$ cat src/calib_ctrl_pkg.sv
// package: register map, field positions, reset values and timing for calibration control
package calib_ctrl_pkg;

    localparam logic [7:0] ADDR_RUN_CONTROL  = 8'h61;
    localparam logic [7:0] ADDR_MODE_CONFIG  = 8'h62;
    localparam logic [7:0] ADDR_CORE_PARK    = 8'h64;
    localparam logic [7:0] ADDR_AVERAGING    = 8'h68;
    localparam logic [7:0] ADDR_STATUS_FLAGS = 8'h6A;
    localparam logic [7:0] ADDR_PIN_SETUP    = 8'h6B;
    localparam logic [7:0] ADDR_SOFT_TRIGGER = 8'h6C;

    localparam logic [7:0] RST_RUN_CONTROL   = 8'h01;
    localparam logic [7:0] RST_MODE_CONFIG   = 8'h01;
    localparam logic [7:0] RST_CORE_PARK     = 8'h02;
    localparam logic [7:0] RST_AVERAGING     = 8'h61;
    localparam logic [7:0] RST_PIN_SETUP     = 8'h00;
    localparam logic [7:0] RST_SOFT_TRIGGER  = 8'h01;

    // writable bits per register; the rest read as zero
    localparam logic [7:0] MASK_RUN_CONTROL  = 8'h01;
    localparam logic [7:0] MASK_MODE_CONFIG  = 8'h0F;
    localparam logic [7:0] MASK_CORE_PARK    = 8'h03;
    localparam logic [7:0] MASK_AVERAGING    = 8'h77;
    localparam logic [7:0] MASK_PIN_SETUP    = 8'h07;
    localparam logic [7:0] MASK_SOFT_TRIGGER = 8'h01;

    localparam int RUN_BIT        = 0;
    localparam int FG_SELECT_BIT  = 0;
    localparam int BG_ENABLE_BIT  = 1;
    localparam int FG_OFFSET_BIT  = 2;
    localparam int BG_OFFSET_BIT  = 3;
    localparam int PARK_LSB       = 0;
    localparam int LIN_AVG_LSB    = 0;
    localparam int OFS_AVG_LSB    = 4;
    localparam int FG_COMPLETE_BIT = 0;
    localparam int HALTED_BIT     = 1;
    localparam int STAT_CODE_LSB  = 2;
    localparam int TRIG_SRC_BIT   = 0;
    localparam int PIN_SEL_LSB    = 1;

    localparam logic [1:0] PIN_SEL_FG_COMPLETE = 2'h0;
    localparam logic [1:0] PIN_SEL_HALTED  = 2'h1;
    localparam logic [1:0] PIN_SEL_ALARM   = 2'h2;

    localparam logic [1:0] PARK_CORE0 = 2'h0;
    localparam logic [1:0] PARK_CORE1 = 2'h1;
    localparam logic [1:0] PARK_CORE2 = 2'h2;

    // status codes reported in the status field
    localparam logic [2:0] STAT_HELD     = 3'h0;
    localparam logic [2:0] STAT_CLEARING = 3'h1;
    localparam logic [2:0] STAT_FG_RUN   = 3'h2;
    localparam logic [2:0] STAT_BG_RUN   = 3'h3;
    localparam logic [2:0] STAT_IDLE     = 3'h4;
    localparam logic [2:0] STAT_WAIT_TRG = 3'h5;

    // foreground sweep length: base time doubled for each step of the linearity averaging code
    localparam int CLK_MHZ       = 25;
    localparam int FG_BASE_NS    = 640;
    localparam int FG_BASE_CYC   = (FG_BASE_NS * CLK_MHZ) / 1000;
    localparam int CLEAR_CYC     = 4;
    localparam int CNT_W         = 12;

    typedef enum logic [1:0] {
        TRIG_SOFTWARE = 2'h0,
        TRIG_HARDWARE = 2'h1
    } trig_src_t;

    typedef struct packed {
        logic       fgOffsetActive;
        logic       bgOffsetActive;
        logic       bgActive;
        logic [2:0] coreEnable;
        logic [2:0] offsetAveragingLevel;
        logic [2:0] linearityAveragingLevel;
    } engine_ctl_t;

endpackage

$ cat src/adc_calibration_control.sv
// calibration run/hold control, configuration registers and status flags
//
// Functional notes
// [RL1] run bit one runs, zero holds reset
// [RL2] run bit low also resets clock dividers
// [RL3] software clears run before changing settings
// [RL4] run before link enable; link off first
// [RL5] background offset needs background enable
// [RL6] foreground offset needs foreground select
// [RL7] background enable switches continuous calibration
// [RL8] start clears values, foreground runs if selected
// [RL9] park field selects disabled core
// [RL10] park field changes only with link off
// [RL11] offset averaging field, reset six
// [RL12] linearity averaging field, reset one
// [RL13] read-only status code field
// [RL14] halted flag set when stopped, cleared resuming
// [RL15] no background: halted at foreground finish
// [RL16] foreground-complete high after finish or skip
// [RL17] status pin source select
// [RL18] trigger source select software or hardware
// [RL19] flags held zero while run is low
`timescale 1ns/10ps
`default_nettype none
module adc_calibration_control (
    // clock and reset
    input  wire logic                        sys_clk,
    input  wire logic                        rst,
    // register port
    input  wire logic                        regWrite,
    input  wire logic                        regRead,
    input  wire logic [7:0]                  regAddr,
    input  wire logic [7:0]                  regWdata,
    output logic      [7:0]                  regRdata,
    // link state and external events
    input  wire logic                        serial_link_enable,
    input  wire logic                        hardware_trigger_input,
    input  wire logic                        alarm,
    input  wire logic                        bgStopRequest,
    // engine side
    output logic                             engineResetN,
    output logic                             dividerResetN,
    output logic                             calValueClear,
    output calib_ctrl_pkg::engine_ctl_t      engineCtl,
    // pin
    output logic                             status_output_pin
);
    typedef enum logic [2:0] {
        ST_HELD,
        ST_CLEAR,
        ST_WAIT_TRIG,
        ST_FG_RUN,
        ST_BG_RUN,
        ST_IDLE
    } cal_state_t;

    logic [7:0] runCtl_r;
    logic [7:0] modeCfg_r;
    logic [7:0] corePark_r;
    logic [7:0] avgDepth_r;
    logic [7:0] pinSetup_r;
    logic [7:0] softTrig_r;

    cal_state_t state_r;
    cal_state_t state_nxt;

    logic       fgComplete_r;
    logic       halted_r;
    logic [2:0] statCode_r;
    logic       pin_r;
    logic       runBit;
    logic       bgEnable;
    logic       fgSelect;
    logic       trigger;
    logic       timerLoad;
    logic       timerExpired;
    logic       leaveHeld;
    logic [calib_ctrl_pkg::CNT_W-1:0] sweepLen;

    function automatic logic hit(input logic [7:0] addr, input logic [7:0] target);
        hit = regWrite && (addr == target);
    endfunction

    // core enables: one parked core when background calibration is off and the code is 0 to 2
    function automatic logic [2:0] park_decode(input logic [1:0] code, input logic bg);
        if (bg) begin
            park_decode = 3'h7;
        end else begin
            unique case (code)
                calib_ctrl_pkg::PARK_CORE0: park_decode = 3'h6;
                calib_ctrl_pkg::PARK_CORE1: park_decode = 3'h5;
                calib_ctrl_pkg::PARK_CORE2: park_decode = 3'h3;
                default:                    park_decode = 3'h7;
            endcase
        end
    endfunction

    // registers hold only their defined bits, the rest are zero
    always_ff @(posedge sys_clk or posedge rst) begin
        if (rst) begin
            runCtl_r <= calib_ctrl_pkg::RST_RUN_CONTROL; // RL1
        end else if (hit(regAddr, calib_ctrl_pkg::ADDR_RUN_CONTROL)) begin
            runCtl_r <= regWdata & calib_ctrl_pkg::MASK_RUN_CONTROL;
        end
    end

    always_ff @(posedge sys_clk or posedge rst) begin
        if (rst) begin
            modeCfg_r <= calib_ctrl_pkg::RST_MODE_CONFIG; // RL7 RL8
        end else if (hit(regAddr, calib_ctrl_pkg::ADDR_MODE_CONFIG)) begin
            modeCfg_r <= regWdata & calib_ctrl_pkg::MASK_MODE_CONFIG;
        end
    end

    // no interlock on the link enable: keeping the field still is software's duty
    always_ff @(posedge sys_clk or posedge rst) begin
        if (rst) begin
            corePark_r <= calib_ctrl_pkg::RST_CORE_PARK; // RL10
        end else if (hit(regAddr, calib_ctrl_pkg::ADDR_CORE_PARK)) begin
            corePark_r <= regWdata & calib_ctrl_pkg::MASK_CORE_PARK;
        end
    end

    always_ff @(posedge sys_clk or posedge rst) begin
        if (rst) begin
            avgDepth_r <= calib_ctrl_pkg::RST_AVERAGING; // RL11 RL12
        end else if (hit(regAddr, calib_ctrl_pkg::ADDR_AVERAGING)) begin
            avgDepth_r <= regWdata & calib_ctrl_pkg::MASK_AVERAGING;
        end
    end

    always_ff @(posedge sys_clk or posedge rst) begin
        if (rst) begin
            pinSetup_r <= calib_ctrl_pkg::RST_PIN_SETUP;
        end else if (hit(regAddr, calib_ctrl_pkg::ADDR_PIN_SETUP)) begin
            pinSetup_r <= regWdata & calib_ctrl_pkg::MASK_PIN_SETUP;
        end
    end

    always_ff @(posedge sys_clk or posedge rst) begin
        if (rst) begin
            softTrig_r <= calib_ctrl_pkg::RST_SOFT_TRIGGER;
        end else if (hit(regAddr, calib_ctrl_pkg::ADDR_SOFT_TRIGGER)) begin
            softTrig_r <= regWdata & calib_ctrl_pkg::MASK_SOFT_TRIGGER;
        end
    end

    assign runBit   = runCtl_r[calib_ctrl_pkg::RUN_BIT];
    assign bgEnable = modeCfg_r[calib_ctrl_pkg::BG_ENABLE_BIT];
    assign fgSelect = modeCfg_r[calib_ctrl_pkg::FG_SELECT_BIT];

    // the ignored source has no influence at all
    assign trigger = pinSetup_r[calib_ctrl_pkg::TRIG_SRC_BIT]
                     ? hardware_trigger_input                      // RL18
                     : softTrig_r[0];                              // RL18

    // held in reset whenever run is low; dividers follow the same bit
    assign engineResetN  = runBit;           // RL1
    assign dividerResetN = runBit;           // RL2
    assign calValueClear = (state_r == ST_CLEAR); // RL8

    // plain register view: holding the engine while run is low is the engine reset's job
    always_comb begin
        engineCtl.bgActive       = bgEnable;                                   // RL7
        engineCtl.bgOffsetActive = bgEnable
                                   && modeCfg_r[calib_ctrl_pkg::BG_OFFSET_BIT]; // RL5
        engineCtl.fgOffsetActive = fgSelect
                                   && modeCfg_r[calib_ctrl_pkg::FG_OFFSET_BIT]; // RL6
        engineCtl.coreEnable     = park_decode(corePark_r[1:0], bgEnable); // RL9
        engineCtl.offsetAveragingLevel    =
            avgDepth_r[calib_ctrl_pkg::OFS_AVG_LSB +: 3];                 // RL11
        engineCtl.linearityAveragingLevel =
            avgDepth_r[calib_ctrl_pkg::LIN_AVG_LSB +: 3];                 // RL12
    end

    // deeper linearity averaging lengthens the foreground sweep
    assign sweepLen = CNT_W_CAST(calib_ctrl_pkg::FG_BASE_CYC)
                      << avgDepth_r[calib_ctrl_pkg::LIN_AVG_LSB +: 3];

    function automatic logic [calib_ctrl_pkg::CNT_W-1:0] CNT_W_CAST(input int v);
        CNT_W_CAST = v[calib_ctrl_pkg::CNT_W-1:0];
    endfunction

    assign leaveHeld = runBit && (state_r == ST_HELD);

    always_comb begin
        state_nxt = state_r;
        timerLoad = 1'b0;
        unique case (state_r)
            ST_HELD: begin
                if (runBit) begin
                    state_nxt = ST_CLEAR; // RL8
                    timerLoad = 1'b1;
                end
            end
            ST_CLEAR: begin
                if (timerExpired) begin
                    state_nxt = ST_WAIT_TRIG;
                end
            end
            ST_WAIT_TRIG: begin
                if (trigger) begin
                    if (fgSelect) begin
                        state_nxt = ST_FG_RUN; // RL8
                        timerLoad = 1'b1;
                    end else begin
                        state_nxt = bgEnable ? ST_BG_RUN : ST_IDLE;
                    end
                end
            end
            ST_FG_RUN: begin
                if (timerExpired) begin
                    state_nxt = bgEnable ? ST_BG_RUN : ST_IDLE;
                end
            end
            ST_BG_RUN: begin
                if (!bgEnable) begin
                    state_nxt = ST_IDLE; // RL7
                end
            end
            ST_IDLE: begin
                if (bgEnable) begin
                    state_nxt = ST_BG_RUN;
                end
            end
        endcase
        if (!runBit) begin
            state_nxt = ST_HELD; // RL1
        end
    end

    always_ff @(posedge sys_clk or posedge rst) begin
        if (rst) begin
            state_r <= ST_HELD;
        end else begin
            state_r <= state_nxt;
        end
    end

    calib_seq_timer u_timer (
        .sys_clk   (sys_clk),
        .rst       (rst),
        .load      (timerLoad),
        .loadValue (leaveHeld ? CNT_W_CAST(calib_ctrl_pkg::CLEAR_CYC) : sweepLen),
        .abort     (!runBit),
        .busy      (),
        .expired   (timerExpired)
    );

    // foreground finished or skipped
    always_ff @(posedge sys_clk or posedge rst) begin
        if (rst) begin
            fgComplete_r <= 1'b0;
        end else if (!runBit || state_r == ST_HELD || state_r == ST_CLEAR) begin
            fgComplete_r <= 1'b0; // RL19
        end else if (state_nxt == ST_BG_RUN || state_nxt == ST_IDLE) begin
            fgComplete_r <= 1'b1; // RL16
        end
    end

    // halted: stopped on request, or no background once foreground is over
    always_ff @(posedge sys_clk or posedge rst) begin
        if (rst) begin
            halted_r <= 1'b0;
        end else if (!runBit || state_r == ST_HELD || state_r == ST_CLEAR) begin
            halted_r <= 1'b0; // RL19
        end else if (state_nxt == ST_IDLE) begin
            halted_r <= 1'b1; // RL15
        end else if (state_r == ST_BG_RUN) begin
            halted_r <= bgStopRequest; // RL14
        end
    end

    always_ff @(posedge sys_clk or posedge rst) begin
        if (rst) begin
            statCode_r <= calib_ctrl_pkg::STAT_HELD;
        end else begin
            unique case (state_nxt)
                ST_HELD:      statCode_r <= calib_ctrl_pkg::STAT_HELD; // RL13
                ST_CLEAR:     statCode_r <= calib_ctrl_pkg::STAT_CLEARING;
                ST_WAIT_TRIG: statCode_r <= calib_ctrl_pkg::STAT_WAIT_TRG;
                ST_FG_RUN:    statCode_r <= calib_ctrl_pkg::STAT_FG_RUN;
                ST_BG_RUN:    statCode_r <= calib_ctrl_pkg::STAT_BG_RUN;
                ST_IDLE:      statCode_r <= calib_ctrl_pkg::STAT_IDLE;
            endcase
        end
    end

    always_ff @(posedge sys_clk or posedge rst) begin
        if (rst) begin
            pin_r <= 1'b0;
        end else begin
            unique case (pinSetup_r[calib_ctrl_pkg::PIN_SEL_LSB +: 2])
                calib_ctrl_pkg::PIN_SEL_FG_COMPLETE: pin_r <= fgComplete_r; // RL17
                calib_ctrl_pkg::PIN_SEL_HALTED:      pin_r <= halted_r;     // RL17
                calib_ctrl_pkg::PIN_SEL_ALARM:       pin_r <= alarm;        // RL17
                default:                             pin_r <= 1'b0;         // RL17
            endcase
        end
    end

    assign status_output_pin = pin_r;

    always_comb begin
        regRdata = 8'h00;
        if (regRead) begin
            unique case (regAddr)
                calib_ctrl_pkg::ADDR_RUN_CONTROL:  regRdata = runCtl_r;
                calib_ctrl_pkg::ADDR_MODE_CONFIG:  regRdata = modeCfg_r;
                calib_ctrl_pkg::ADDR_CORE_PARK:    regRdata = corePark_r;
                calib_ctrl_pkg::ADDR_AVERAGING:    regRdata = avgDepth_r;
                calib_ctrl_pkg::ADDR_STATUS_FLAGS:
                    regRdata = {3'h0, statCode_r, halted_r, fgComplete_r}; // RL13
                calib_ctrl_pkg::ADDR_PIN_SETUP:    regRdata = pinSetup_r;
                calib_ctrl_pkg::ADDR_SOFT_TRIGGER: regRdata = softTrig_r;
                default:                           regRdata = 8'h00;
            endcase
        end
    end

    // software ordering against the link enable is not enforced here
    // RL3 RL4: relied on; the divider reset is simply tied to the run bit
endmodule
`default_nettype wire

$ cat src/calib_seq_timer.sv
// sweep timer: loads a cycle count and pulses when it expires
`timescale 1ns/10ps
`default_nettype none
module calib_seq_timer (
    // clock and reset
    input  wire logic                              sys_clk,
    input  wire logic                              rst,
    // control
    input  wire logic                              load,
    input  wire logic [calib_ctrl_pkg::CNT_W-1:0]  loadValue,
    input  wire logic                              abort,
    // status
    output logic                                   busy,
    output logic                                   expired
);
    logic [calib_ctrl_pkg::CNT_W-1:0] count_r;

    always_ff @(posedge sys_clk or posedge rst) begin
        if (rst) begin
            count_r <= '0;
        end else if (abort) begin
            count_r <= '0;
        end else if (load) begin
            count_r <= loadValue;
        end else if (count_r != '0) begin
            count_r <= count_r - 1'b1;
        end
    end

    // marks the last counted cycle, so the caller leaves after exactly loadValue cycles
    assign expired = !abort && !load
                     && (count_r == {{(calib_ctrl_pkg::CNT_W-1){1'b0}}, 1'b1});

    assign busy = (count_r != '0);
endmodule
`default_nettype wire

$ cat config.mk
export PLATFORM = sky130hd
export DESIGN_NAME = adc_calibration_control
export DESIGN_NICKNAME = d
export VERILOG_FILES = /design/src/calib_ctrl_pkg.sv /design/src/adc_calibration_control.sv /design/src/calib_seq_timer.sv
export SDC_FILE = /design/constraint.sdc
export NUM_CORES = 1
export LEC_CHECK = 0
export BUFFER_PORTS_ARGS = -buffer_cell sky130_fd_sc_hd__buf_2
export CAP_MARGIN = 0
export CORE_MARGIN = 2
export CORE_UTILIZATION = 57
export CTS_BUF_LIST = sky130_fd_sc_hd__clkbuf_4 sky130_fd_sc_hd__clkbuf_8
export DETAILED_ROUTE_END_ITERATION = 6
export HOLD_SLACK_MARGIN = 0.02
export PLACE_DENSITY = 0.83
export SLEW_MARGIN = 20
export SYNTH_ARGS = -nofsm -noshare
export SYNTH_HDL_FRONTEND = slang
export SYNTH_SLANG_ARGS = --single-unit
export TNS_END_PERCENT = 30
$ cat constraint.sdc
create_clock -name sys_clk -period 2.5 [get_ports sys_clk]
set_input_delay 0.5 -clock sys_clk [delete_from_list [all_inputs] [get_ports sys_clk]]
set_output_delay 0.5 -clock sys_clk [all_outputs]
set_load 0.1 [all_outputs]
==> metrics.txt <==
CP max FO 4; Max VDD drop 308 uV; sw frac 30.9%; Multi-input gate area 1270 sq um; Antenna Cells 0; Via-to-Cell Ratio 5.95; area share of the largest cell type after synthesis 33.8%; Int Power 0.000915 W; synth top area cells dfrtp_1 (34%), mux2_2 (9.3%), dfstp_2 (8.0%), nor2_1 (4.3%), nand2_1 (2.9%); Routed WL per cell 15.6 um; YS warnings 0; fmax 0.403 GHz; TritonCTS clock tree done; Layout fillers 285; required time of the worst setup path 2.00 ns; gpl congestion 0.839; WL final 5180 um; most common library cells after synthesis dfrtp_1 (31), nor2_1 (26), mux2_2 (19), nand2_1 (18), inv_1 (10); CP Capture Type output port; Rows 23; DRT iter0 DRCs 122; vias in the first global route 1805; Finish-stage setup viols 0; core area 3940 sq um; initial antenna violation count 0; I/O Pins 48; status complete, no violations; post-CTS setup buffers 0; DRC viols 0; Netlist cell types 56; Mapped Avg Cell Area 9.76 sq um; Remaining Overflow, GRT 0; DR vias 1983; area post-placement 2680 sq um; Clock power frac 30.5%; largest area contributor in the netlist dfrtp_1; RSZ-0062 raised after global routing true; critical path class primary input to output port; worst r2r src u_timer.count_r[6]; Mapped Area 2290 sq um; Fin. Hold Viols 0; CTS Buf Count 5; fin crit period 2.48 ns; met1 usage 34.7%; cts repair resizes 1; Overall Global Routing Usage 25.2%; ys flop type dfrtp_1; H-tree Lvls 2; clock latency at the later pin of the worst-skew pair 0.29 ns; area grow syn2layout 20.6%; I/O Buffers 44; met2 usage 40.0%; FF+latch count, synth 38; GR Util met3 5.33%; slew margin rel. 52.2%; Clock Path Buffers 2; crit path DAT 1.98 ns; P per Cell Area 479 nW/um^2; MaxCap Viol Count 0; Initial Util 58.2%; Seq. cell area 960 sq um; DRT Pass-1 Iters 4; most frequent cell after synthesis dfrtp_1; P_sw 0.000410 W; cell leakage power 1.30 nW; final worst path period share 99.2%; CTS sink cnt 38; Worst Setup SP regAddr[7]; DP HPWL 3880 um; Syn Inst Count 235; Die Width 67.5 um; Worst Skew 0.0122 ns; pin count of the biggest net entering global routing 39; first-pass GRT wire length 8520 um; Die Ht 67.5 um; number of hold buffers added after CTS 0; power share of the combinational group 19.4%; fin area 2770 sq um; Detail Route Antenna Nets 0; Flop pwr share 50.1%; CTS Root Cell clkbuf_8; Worst Tran Pin Value 0.711 ns; GR peak layer met2; WHS 0.305 ns; syn nets 262; nets@finish 309; die footprint 4550 sq um; ys async rst share 100%; share of cells above drive strength 1 34.6%; CTS clk-pin slew, worst paths 0.08 ns; crit start category primary input; register area share after synthesis 41.8%; number of flops mapped to enable cells by yosys 0; max-slew violations 0; worst min path class primary input to asynchronous set/reset pin
==> sequential cells by signal, summed over array words and instances (netlist names), 2 cells and up <==
name / count
avgDepth_r: 6
corePark_r: 2
modeCfg_r: 4
pinSetup_r: 3
statCode_r: 3
state_r: 3
u_timer.count_r: 12
==> worst paths after layout <==
path                       depth (start not counted)  slack [ns]            endpoint
setup / recovery                                   7        0.02         regRdata[2]
hold / removal                                     3        0.30  u_timer.count_r[4]
setup reg to reg                                   4        0.56  u_timer.count_r[6]
hold reg to reg                                    1        0.53        modeCfg_r[2]
max in group asynchronous                          3        1.83        modeCfg_r[0]
min in group sys_clk                               2        0.45       avgDepth_r[4]
==> cell type report <==
cell class,instances,share of cell area [%]
Sequential cell,38,34.7
Clock inverter,2,0.362
Timing Repair Buffer,47,12.6
Multi-Input combinational cell,180,46.0
Tap cell,50,2.26
Clock buffer,6,2.76
Inverter,10,1.36
==> power by group through the flow <==
stage	registers [W]	clock network [W]	logic, W
after floorplan	0.000708	0	0.000164
after global placement	0.000673	0	0.000252
after detailed placement	0.000675	0	0.000256
after CTS	0.000664	0.000417	0.000258
after global routing	0.000667	0.000447	0.000278
final	0.000664	0.000404	0.000257
==> per-stage QoR <==
stage / setup slack, ns / power (W) / instances / util, % / TNS, ns
finish: 0.0191 / 0.00132 / 333 / 70.2 / 0
global route: -0.109 / 0.00139 / 333 / 70.2 / -0.313
CTS: 0.00933 / 0.00134 / 333 / 70.2 / 0
detailed placement: -0.000126 / 0.000931 / 325 / 67.9 / -0.000126
global placement: 0.00878 / 0.000925 / 325 / 67.9 / 0
floorplan: -0.587 / 0.000872 / 235 / - / -1.92
==> logic make-up (layout without fill, tap and decap cells) <==
logic type | count (synthesis) | in the layout | share of synthesized area [%]
multiplexers | 22 | 22 | 10.6
AO/OA/AOI/OAI | 47 | 47 | 14.8
AND/OR/NAND/NOR | 97 | 97 | 23.4
adder cells (fa/ha/maj) | 3 | 3 | 1.64
other | 1 | 1 | 0.163
XOR/XNOR | 10 | 10 | 3.82
buffers and inverters | 17 | 65 | 3.65
flip-flops | 38 | 38 | 41.8
==> critical path, stage by stage <==
cell and delay (ns):
buf_2 0.09, and4bb_2 0.32, nand3b_1 0.19, nor2_1 0.30, a22oi_1 0.16, a21oi_2 0.22
buf_12 0.20
==> metal layers <==
layer,wire [um],share of wire (%)
met1,2350,45
met2,2450,47
met3,275,5.3
met4,102,2.0
met5,0,0
==> layout by cell type, fill, tap and decap left out, types with 3 or more instances in the layout <==
master	Yosys	layout
buf_12	0	7
nand2_1	18	18
mux2i_1	3	3
xnor2_1	6	6
o21ai_0	6	6
buf_4	5	3
dfstp_2	7	7
xor2_1	4	4
a21oi_2	1	3
nand3_1	8	8
nand4_1	4	4
inv_1	10	10
buf_2	1	37
a22oi_1	8	8
a211oi_1	4	4
and3_1	4	4
nor2b_1	4	4
nor3_1	9	8
o21a_1	3	3
mux2_2	19	19
a21oi_1	6	4
nor2_1	26	25
dfrtp_1	31	31
a31oi_1	5	4
ha_1	3	3
clkbuf_8	0	5
(Power assumes the default switching activity.)
